$ cat src/hdl/lzpd_params.svh
/*
  Constants for the calibration and power-down state keeper of the memory die.
  Assumes inclusion by the top design module only.
*/
`ifndef LZPD_PARAMS_SVH
`define LZPD_PARAMS_SVH
// Clock period in ns
`define LZPD_CLK_NS 100
// Calibration times in ns
`define LZPD_T_ZQINIT_NS 1000000
`define LZPD_T_ZQCL_NS 360000
`define LZPD_T_ZQCS_NS 90000
// Exit latency in ns
`define LZPD_T_XP_NS 7500
// Cycle counts: least times round up
`define LZPD_ZQINIT_CYC ((`LZPD_T_ZQINIT_NS + `LZPD_CLK_NS - 1) / `LZPD_CLK_NS)
`define LZPD_ZQCL_CYC ((`LZPD_T_ZQCL_NS + `LZPD_CLK_NS - 1) / `LZPD_CLK_NS)
`define LZPD_ZQCS_CYC ((`LZPD_T_ZQCS_NS + `LZPD_CLK_NS - 1) / `LZPD_CLK_NS)
`define LZPD_XP_CYC ((`LZPD_T_XP_NS + `LZPD_CLK_NS - 1) / `LZPD_CLK_NS)
// Calibration codes in the written data byte
`define LZPD_ZQ_INIT 8'hff
`define LZPD_ZQ_LONG 8'hab
`define LZPD_ZQ_SHORT 8'h56
`define LZPD_ZQ_RESET 8'hc3
// Mode register address of calibration command
`define LZPD_MA_ZQ 8'h0a
// Counter width
`define LZPD_CNT_W 14
`endif

$ cat src/hdl/lzpd_pkg.sv
/*
  Types for the calibration and power-down state keeper.
  Assumes nothing beyond a SystemVerilog compiler.
*/
package lzpd_pkg;
  // Power state of the die
  typedef enum logic [2:0]
  {
    LZPD_ST_ACTIVE = 3'b000,
    LZPD_ST_PPD = 3'b001,
    LZPD_ST_APD = 3'b010,
    LZPD_ST_EXIT = 3'b011,
    LZPD_ST_DPD = 3'b100,
    LZPD_ST_UNINIT = 3'b101
  } lzpd_state_type;
  // Decoded command of one edge
  typedef struct packed
  {
    logic nop;
    logic mrw;
    logic dpd;
    logic [7:0] ma;
    logic [7:0] op;
  } lzpd_cmd_type;
  // Status bundle
  typedef struct packed
  {
    logic in_pd;
    logic active_pd;
    logic in_dpd;
    logic need_init;
    logic cmd_ready;
  } lzpd_status_type;
endpackage

$ cat src/hdl/lzpd_ctrl.sv
/*
  Calibration scheduling and power-down state keeping inside the memory die.
  Assumes CKE, CS_N and CA are synchronous to REF_CLK, the controller keeps
  its own timing duties, and bank activity is reported by the core.
  The resistor strap is a board pin with no relation to REF_CLK.
*/
`include "lzpd_params.svh"
module lzpd_ctrl
  import lzpd_pkg::*;
#(
  parameter int ZQINIT_CYC = `LZPD_ZQINIT_CYC,
  parameter int ZQCL_CYC = `LZPD_ZQCL_CYC,
  parameter int ZQCS_CYC = `LZPD_ZQCS_CYC,
  parameter int XP_CYC = `LZPD_XP_CYC
)
(
  input wire logic REF_CLK,
  input wire logic RST_N,
  input wire logic CKE,
  input wire logic CS_N,
  input wire logic [9:0] CA_RISE,
  input wire logic [9:0] CA_FALL,
  input wire logic BANKS_OPEN,
  input wire logic ZQ_TIED_HIGH,
  input wire logic INIT_DONE,
  output logic ZQ_CURRENT_EN,
  output logic ZQ_BUSY,
  output logic [1:0] ZQ_CODE_SEL,
  output logic INPUT_BUF_EN,
  output logic OUTPUT_BUF_EN,
  output logic CORE_POWER_EN,
  output logic REFRESH_EN,
  output lzpd_status_type STATUS
);
  // Counter loads, cut to the counter width on purpose
  localparam logic [`LZPD_CNT_W-1:0] ZQINIT_LD = `LZPD_CNT_W'(ZQINIT_CYC);
  localparam logic [`LZPD_CNT_W-1:0] ZQCL_LD = `LZPD_CNT_W'(ZQCL_CYC);
  localparam logic [`LZPD_CNT_W-1:0] ZQCS_LD = `LZPD_CNT_W'(ZQCS_CYC);
  localparam logic [`LZPD_CNT_W-1:0] XP_LD = `LZPD_CNT_W'(XP_CYC);

  lzpd_cmd_type cmd; // Decoded command
  lzpd_state_type state; // Power state
  lzpd_state_type next_state; // Next power state
  logic cke_prev; // Enable level at previous edge
  logic [`LZPD_CNT_W-1:0] zq_cnt; // Calibration time left
  logic [`LZPD_CNT_W-1:0] xp_cnt; // Exit latency left
  logic zq_cmd; // Calibration command this edge
  logic tied; // Caught resistor strap
  logic [2:0] tied_sync; // Strap synchroniser stages, oldest on top

  // True in either light power-down state; used by the exit counter and the status bundle
  function automatic logic in_light_pd(input lzpd_state_type s);
    return (s == LZPD_ST_PPD) || (s == LZPD_ST_APD);
  endfunction

  // Command decoder
  lzpd_cmd_decode u_dec
  (
    .cs_n(CS_N),
    .ca_rise(CA_RISE),
    .ca_fall(CA_FALL),
    .cmd(cmd)
  );

  // Calibration command is a mode write to the calibration address
  // Refused outside the active state and while exit latency runs
  assign zq_cmd = (state == LZPD_ST_ACTIVE) && (xp_cnt == '0) && CKE && cke_prev && cmd.mrw
                  && (cmd.ma == `LZPD_MA_ZQ);

  // Enable sampled on every edge, power-down included
  always_ff @(posedge REF_CLK)
  begin
    if (!RST_N)
      cke_prev <= 1'b1;
    else
      cke_prev <= CKE;
  end

  // Strap pin shifts through three stages; no reset, the chain fills itself
  always_ff @(posedge REF_CLK)
  begin
    tied_sync <= {tied_sync[1:0], ZQ_TIED_HIGH};
  end

  // Strap level taken once the last two stages agree, so a glitch is not caught
  always_ff @(posedge REF_CLK)
  begin
    if (!RST_N)
      tied <= 1'b0;
    else if (tied_sync[1] == tied_sync[2])
      tied <= tied_sync[2];
  end

  // Next power state
  always_comb
  begin
    next_state = state;
    unique case (state)
      LZPD_ST_ACTIVE:
      begin
        // Entry on enable falling edge
        if (cke_prev && !CKE)
        begin
          // Deep pattern checked first, it overrides plain power-down
          if (cmd.dpd)
            next_state = LZPD_ST_DPD;
          else if (CS_N)
            next_state = BANKS_OPEN ? LZPD_ST_APD : LZPD_ST_PPD;
        end
      end
      LZPD_ST_PPD, LZPD_ST_APD:
      begin
        // Exit when enable registered high
        if (CKE)
          next_state = LZPD_ST_EXIT;
      end
      LZPD_ST_EXIT:
      begin
        // Commands stay refused until the latency runs out
        if (xp_cnt == `LZPD_CNT_W'(1))
          next_state = LZPD_ST_ACTIVE;
      end
      LZPD_ST_DPD:
      begin
        // Any enable high wakes the die; contents are not kept
        if (CKE)
          next_state = LZPD_ST_UNINIT;
      end
      LZPD_ST_UNINIT:
      begin
        // Core reports when the full start-up has been redone
        if (INIT_DONE)
          next_state = LZPD_ST_ACTIVE;
      end
      default: next_state = LZPD_ST_ACTIVE;
    endcase
  end

  // Power state register
  always_ff @(posedge REF_CLK)
  begin
    if (!RST_N)
      state <= LZPD_ST_ACTIVE;
    else
      state <= next_state;
  end

  // Exit latency counter; commands ignored until it expires
  always_ff @(posedge REF_CLK)
  begin
    if (!RST_N)
      xp_cnt <= '0;
    // Loaded on the edge that registers enable high in power-down
    else if (in_light_pd(state) && CKE)
      xp_cnt <= (XP_LD == '0) ? `LZPD_CNT_W'(1) : XP_LD;
    else if (xp_cnt != '0)
      xp_cnt <= xp_cnt - `LZPD_CNT_W'(1);
  end

  // Calibration timer and code selection
  always_ff @(posedge REF_CLK)
  begin
    if (!RST_N)
    begin
      zq_cnt <= '0;
      ZQ_CODE_SEL <= 2'b00;
    end
    // A new init, long or short command while busy restarts the timer
    else if (zq_cmd && !tied)
    begin
      unique case (cmd.op)
        `LZPD_ZQ_INIT: zq_cnt <= ZQINIT_LD;
        `LZPD_ZQ_LONG: zq_cnt <= ZQCL_LD;
        `LZPD_ZQ_SHORT: zq_cnt <= ZQCS_LD;
        `LZPD_ZQ_RESET:
        begin
          // Reset has no calibration period
          zq_cnt <= '0;
          ZQ_CODE_SEL <= 2'b00;
        end
        // Unknown codes leave the timer as it is
        default: zq_cnt <= zq_cnt;
      endcase
    end
    else if (zq_cnt != '0)
    begin
      zq_cnt <= zq_cnt - `LZPD_CNT_W'(1);
      // Calibrated code takes over at the end
      if (zq_cnt == `LZPD_CNT_W'(1))
        ZQ_CODE_SEL <= 2'b01;
    end
  end

  // Current path only while calibrating
  assign ZQ_CURRENT_EN = (zq_cnt != '0);
  // Busy flag mirrors the same timer
  assign ZQ_BUSY = (zq_cnt != '0);

  // Buffer and supply gating by power state
  always_comb
  begin
    // Only clock and enable inputs live in power-down
    INPUT_BUF_EN = (state == LZPD_ST_ACTIVE) || (state == LZPD_ST_EXIT) || (state == LZPD_ST_UNINIT);
    // Outputs follow the inputs
    OUTPUT_BUF_EN = INPUT_BUF_EN;
    // Internal supply off in deep power-down
    CORE_POWER_EN = (state != LZPD_ST_DPD);
    // No refresh in either power-down
    REFRESH_EN = (state == LZPD_ST_ACTIVE) || (state == LZPD_ST_EXIT);
  end

  // Status bundle
  always_comb
  begin
    STATUS.in_pd = in_light_pd(state);
    STATUS.active_pd = (state == LZPD_ST_APD);
    STATUS.in_dpd = (state == LZPD_ST_DPD);
    STATUS.need_init = (state == LZPD_ST_UNINIT);
    // Commands accepted only once exit latency is over
    STATUS.cmd_ready = (state == LZPD_ST_ACTIVE) && (xp_cnt == '0);
  end
endmodule

$ cat src/hdl/lzpd_cmd_decode.sv
/*
  Decodes the command bus of one rising edge into a command struct.
  Assumes the rising and falling halves are already captured and aligned.
*/
module lzpd_cmd_decode
  import lzpd_pkg::*;
(
  input wire logic cs_n,
  input wire logic [9:0] ca_rise,
  input wire logic [9:0] ca_fall,
  output lzpd_cmd_type cmd
);
  // Pure decode of select and CA bits
  always_comb
  begin
    // No-operation: select high, or CA0..2 all high
    cmd.nop = cs_n | (ca_rise[0] & ca_rise[1] & ca_rise[2]);
    // Mode write: CA0..3 all low
    cmd.mrw = ~cs_n & (ca_rise[3:0] == 4'h0);
    // Deep power-down pattern CA 1-1-0
    cmd.dpd = ~cs_n & ca_rise[0] & ca_rise[1] & ~ca_rise[2];
    cmd.ma = {ca_fall[1:0], ca_rise[9:4]};
    cmd.op = ca_fall[9:2];
  end
endmodule

$ cat config.mk
export PLATFORM = sky130hd
export DESIGN_NAME = lzpd_ctrl
export DESIGN_NICKNAME = d
export VERILOG_FILES = /design/src/hdl/lzpd_pkg.sv /design/src/hdl/lzpd_ctrl.sv /design/src/hdl/lzpd_cmd_decode.sv
export VERILOG_INCLUDE_DIRS = /design/src /design/src/hdl
export SDC_FILE = /design/constraint.sdc
export NUM_CORES = 1
export LEC_CHECK = 0
export BUFFER_PORTS_ARGS = -buffer_cell sky130_fd_sc_hd__clkbuf_2
export CAP_MARGIN = 0
export CORE_AREA = 2 2 77 79
export CTS_CLUSTER_SIZE = 14
export DETAILED_ROUTE_END_ITERATION = 10
export DIE_AREA = 0 0 79 81
export RECOVER_POWER = 25
export SLEW_MARGIN = 30
export SYNTH_ARGS = -nofsm -noshare
export SYNTH_HDL_FRONTEND = slang
export SYNTH_SLANG_ARGS = --single-unit
export TNS_END_PERCENT = 50
$ cat constraint.sdc
create_clock -name REF_CLK -period 2.6 [get_ports REF_CLK]
set_input_delay 0.52 -clock REF_CLK [delete_from_list [all_inputs] [get_ports REF_CLK]]
set_output_delay 0.52 -clock REF_CLK [all_outputs]
set_load 0.01 [all_outputs]
Yosys cells after proc, flatten, opt, wreduce, memory -nomap -nowiden:

Cells that the tools add are included.

* add/sub/neg operators: 2
* $mul: 0
* divide/modulo/power cells: 0
* $lt $le $gt $ge: 0
* eq/ne operators: 22
* shift operators: 0
* muxes and demuxes: 18
* bitwise gates (word level): 7
* reductions and logical operators: 26

Operators with widths (number)
* 14-bit one-hot mux with 4 select lines: 1
* 14-bit by 1-bit equality test with 1-bit output (second input constant): 2
* 14-bit two-way mux: 2
* 14-bit nonzero test: 2
* 14-bit by 1-bit subtractor with 14-bit output (second input constant): 2
* 8-bit equality test (second input constant): 3
* 3-bit two-way mux: 7
* 3-bit one-hot mux with 5 select lines: 1
* 14-bit logical NOT: 1
* 7-bit two-way mux: 2
* 2-bit two-way mux: 5
* 8-bit by 4-bit equality test with 1-bit output (second input constant): 1
* 8-bit by 7-bit equality test with 1-bit output (second input constant): 1
* 1-bit logical AND: 8
* 2-bit != test (second input constant): 4
* 3-bit by 2-bit equality test with 1-bit output (second input constant): 2
* 3-bit equality test (second input constant): 2
* 3-bit != test (second input constant): 2
* 6-bit AND reduction: 1
* 2-bit nonzero test: 3
* 5-bit by 1-bit != test with 1-bit output (second input constant): 1
* 1-bit bitwise AND: 4
* 4-bit logical NOT: 1
* 2-bit by 1-bit != test with 1-bit output (second input constant): 2
* 9 further kinds: 15

* bits in registers: 38
* bits in latches: 0
* memory bits (writable): 0
* memory bits (read-only): 0
* input port bits: 27
* output and inout bits: 13
* word-level logic and storage cells: 83
* memories: 0

Depth between registers and ports, before layout:

* depth after elaboration: 9
* depth in mapped cells: 8
* mapped depth without buffers: 8

Cells and area by module:

From an unflattened synthesis, not the netlist that was laid out.

* cell total of the unflattened synthesis: 299
* area, all modules: 2454.9 um^2

Modules (own cells, without submodules)
* lzpd_ctrl: instances 1, cells an instance 278, area each 2306.0 um^2, sequential area each 740.7 um^2
* lzpd_cmd_decode: instances 1, cells an instance 21, area each 148.9 um^2, sequential area each 0.0 um^2

Worst setup path after synthesis:

No wires, ideal clock.

* path kind: input to register
* start: input CA_RISE[0]
* end: register zq_cnt[7]
* setup time: 0.120 ns
* data arrival time: 2.050 ns
* data required time: 2.480 ns
* slack: 0.430 ns
* stages: 7
* buffers on the path: 1
* cell sequence: nor4b_1 nand4_1 or4_1 buf_4 nand2_4 nor3_1 o31a_1

* word-level cells in the longest chain between the ends: 7
* elaborated cells on any way between the ends: 9
* those cells by class: eq/ne (1); mux (1); bitwise (1); reduce/logical (6)

Ends and longest elaborated chain
* start: declaration: RTL line lzpd_ctrl.sv:21 `input wire logic [9:0] CA_RISE,`
* 4-bit logical NOT *: RTL line lzpd_cmd_decode.sv:19 `cmd.mrw = ~cs_n & (ca_rise[3:0] == 4'h0);`
* 1-bit bitwise AND *: RTL line lzpd_cmd_decode.sv:19
* 1-bit logical AND * (2 in series): RTL line lzpd_ctrl.sv:67 `assign zq_cmd = (state == LZPD_ST_ACTIVE) && (xp_cnt == '0) && CKE && cke_prev && cmd.mrw`
* 1-bit logical AND *: RTL line lzpd_ctrl.sv:169 `else if (zq_cmd && !tied)`
* 5-bit by 1-bit != test with 1-bit output (no source line) / 2-bit nonzero test (equally long branches)
* 2-bit AND reduction (no source line)
* end signal: assignment: RTL line lzpd_ctrl.sv:182 `default: zq_cnt <= zq_cnt;`
* end signal: assignment: RTL line lzpd_ctrl.sv:187 `` zq_cnt <= zq_cnt - `LZPD_CNT_W'(1); ``
* end: declaration: RTL line lzpd_ctrl.sv:45 `` logic [`LZPD_CNT_W-1:0] zq_cnt; ``

Every way passes the cells marked *; elsewhere a longest branch is shown, timed or not.
A chain may end at the register's enable or synchronous reset.

Worst setup path in the final report:

* start: register zq_cnt[8]
* end: output ZQ_BUSY

* word-level cells in the longest chain between the ends: 1

Ends and longest elaborated chain
* 14-bit nonzero test: RTL line lzpd_ctrl.sv:197 `assign ZQ_BUSY = (zq_cnt != '0);`
* end: declaration: RTL line lzpd_ctrl.sv:27 `output logic ZQ_BUSY,`

Every way passes these cells.

==> impl_metrics.toml <==
[cells_and_area]
instances_no_fill = 385
diodes = 0
layout.filler_cells = 584
final_common_cell = "sky130_fd_sc_hd__dfxtp_1"
total_number_of_nets_in_the_final_design = 341
finalInstanceArea_um2 = 2630
layout-drive-gt1-share_pct = 23.2
layout-area-overhead-vs-synth_pct = 16.2
most-common-layout-cells = "sky130_fd_sc_hd__dfxtp_1, sky130_fd_sc_hd__clkbuf_2, sky130_fd_sc_hd__nor2_1"

[yosys]
ys_warnings = 0
ys_seq_area_share_pct = 32.8
ys_types = 58
synth_seq_cells = 37
syn-num-nets = 299
synth_cells = 267
postSynthAreaPerCell_um2 = 8.47
synth_ff_type = "sky130_fd_sc_hd__dfxtp_1"
synth.cell_area_um2 = 2260
synth_edf_count = 0
async_reset_ff_share_pct = 0

[drt]
postRouteWirelength_um = 5070
drt_iter0_markers = 113
drt_pre_antenna_iters = 4
route.antenna.remaining_nets = 0
post-route-drc-count = 0
drt-vias-per-instance = 5.42
dr_total_vias = 2088
avgRoutedWirePerCell_um = 13.2

[global_route]
grt_util_met2_pct = 27.4
grt_pass1_vias = 1901
initial_antenna_violation_count = 0
grt_util_met3_pct = 3.11
layer_carrying_the_most_global_route_usage = "met2"
grt_util_all_layers_pct = 17.1
wire_length_of_the_first_global_routing_pass_um = 8650
globalRouteMet1Util_pct = 22.5
residual_overflow_from_global_routing = 0
largest_net_degree_at_the_start_of_global_routing = 17

[pwr]
pwr_density_cell_nw_per_um2 = 1240
irDropWorstVdd_uv = 797
p_leak_nw = 1.07

[floorplanning]
initial_utilization_pct = 39.8
area_inside_the_core_boundary_um2 = 5680
design.die.area_um2 = 6400
dieHeight_um = 81
core.rowCount = 28
fp.dieW_um = 79
io_pins = 40

[worst_setup_path]
worst-path-max-fanout = 8
timing.critical_path.buf_inv = 2
crit_chain = "or4_4 -> nor4_4 -> and2_1 -> inv_2 -> clkbuf_2"
cp_slowest_cell = "sky130_fd_sc_hd__or4_4"
highest_cell_delay_on_the_worst_timing_path_ns = 0.57
worst_path_dominant_cell_family = "simple AND/OR/NAND/NOR gates"
worstSetupStartpointType = "flop"
critPathKind = "flop to output pin"
worst_endpoint_data_arrival_time_ns = 2.00
critical_path.endpoint_type = "output pin"
cp.required_ns = 2.08

[worst_hold_path]
worst_hold_path_type = "primary input to flop"

[timing]
final_max_slew_viol_count = 0
final.period_utilization_pct = 96.8
timing.final.setup_violations = 0
worst-slew-pin-transition_ns = 0.789
timing.fmax_ghz = 0.397
fin_tns_setup_ns = 0
final.setup_skew_ns = 0.0108
number_of_hold_slack_violations_in_the_final_timing_report = 0
whs_ns = 0.325
max-slew-margin-rel_pct = 47.4
unrepaired_setup_endpoints_after_global_routing = "false"
min_period_ns = 2.52

[outcome]
run_status = "finished, final reports clean"

[job]
cap_viol_max_count = 0

[clocking]
cts.sinks = 37
cts_tree = "built"
numCtsBuffers = 5
ctsHoldBuffers = 0
total_number_of_h_tree_levels = 2
post_cts_resize_count = 0
clk_path_buf_depth = 2
clock_tree.root_cell = "sky130_fd_sc_hd__clkbuf_8"
insertion_delay_ns = 0.29
cts_post_setup_buffers_inserted = 0
clk_pin_slew_worst_paths_ns = 0.08

[place]
detailed_place.area_um2 = 2530
dp.cells = 377
io_buffers = 38
place.detailed.hpwl_um = 3850
finalWeightedCongestion = 0.926
## synth_stat cells (4+ instances only)
cell,number,share of area [%]
sky130_fd_sc_hd__nor4_4,4,3.8
sky130_fd_sc_hd__nor3b_1,4,1.3
sky130_fd_sc_hd__nor2_1,24,4.0
sky130_fd_sc_hd__buf_4,4,1.3
sky130_fd_sc_hd__nand4_1,8,2.2
sky130_fd_sc_hd__clkbuf_1,4,0.66
sky130_fd_sc_hd__and3_1,4,1.1
sky130_fd_sc_hd__inv_1,10,1.7
sky130_fd_sc_hd__xnor2_1,7,2.7
sky130_fd_sc_hd__nor3_1,12,2.7
sky130_fd_sc_hd__xor2_1,6,2.3
sky130_fd_sc_hd__a21oi_1,17,3.8
sky130_fd_sc_hd__nand2_1,18,3.0
sky130_fd_sc_hd__nand3_1,14,3.1
sky130_fd_sc_hd__o21ai_0,18,4.0
sky130_fd_sc_hd__ha_1,5,2.8
sky130_fd_sc_hd__or4_1,4,1.3
sky130_fd_sc_hd__dfxtp_1,37,33
sky130_fd_sc_hd__nor4_1,5,1.4
## flip-flops by register name, indices dropped and copies added, names as in the netlist
name,cells
xp_cnt,14
zq_cnt,14
state,3
tied_sync,3
ZQ_CODE_SEL,1
cke_prev,1
tied,1
## cell type report
class | count | area, µm² | share of cell area (%)
multi-input cells | 208 | 1400 | 53.3
flip-flops and latches | 37 | 741 | 28.2
repair buffers | 46 | 239 | 9.10
well taps | 75 | 93.8 | 3.57
clock buffers | 6 | 72.6 | 2.76
inverters | 11 | 41.3 | 1.57
clock inverters | 2 | 38.8 | 1.48
## layer usage
metal  part of all wire [%]  up-vias
li1                       -     1081
met1                     47      966
met2                     47       31
met3                    3.3       10
met4                    2.1        0
met5                      0        -
## worst paths after layout
check                                   from  slack, ns  cells after the start           end
worst min-delay path            ZQ_TIED_HIGH       0.33                      1  tied_sync[0]
worst min register to register  tied_sync[0]       0.33                      0  tied_sync[1]
worst max-delay path               zq_cnt[8]       0.08                      5       ZQ_BUSY
worst max register to register     xp_cnt[2]       0.46                      6     zq_cnt[7]
## power breakdown
group | internal [mW] | switching (mW)
logic | 0.797 | 1.01
clock network | 0.288 | 0.211
registers | 0.754 | 0.197
total | 1.84 | 1.42
## cells by family after synthesis
kind of cell	Yosys count	share of synthesized area (%)
other	1	0.166
flip-flops	37	32.8
AND/OR/NAND/NOR	132	38.1
XOR/XNOR	13	5.04
buffers and inverters	22	5.31
adder cells (fa/ha/maj)	5	2.77
AO/OA/AOI/OAI	56	15.4
multiplexers	1	0.443
## per-stage QoR
stage | utilization (%) | power (mW) | worst slack, ns
2_1_floorplan | - | 2.39 | 0.430
3_3_place_gp | 44.5 | 2.78 | 0.239
3_5_place_dp | 44.5 | 2.78 | 0.205
4_1_cts | 46.5 | 3.29 | 0.0895
5_1_grt | 46.3 | 3.57 | 0.00881
6_report | 46.3 | 3.26 | 0.0833
Note: power is estimated with default switching activity, not from simulation.
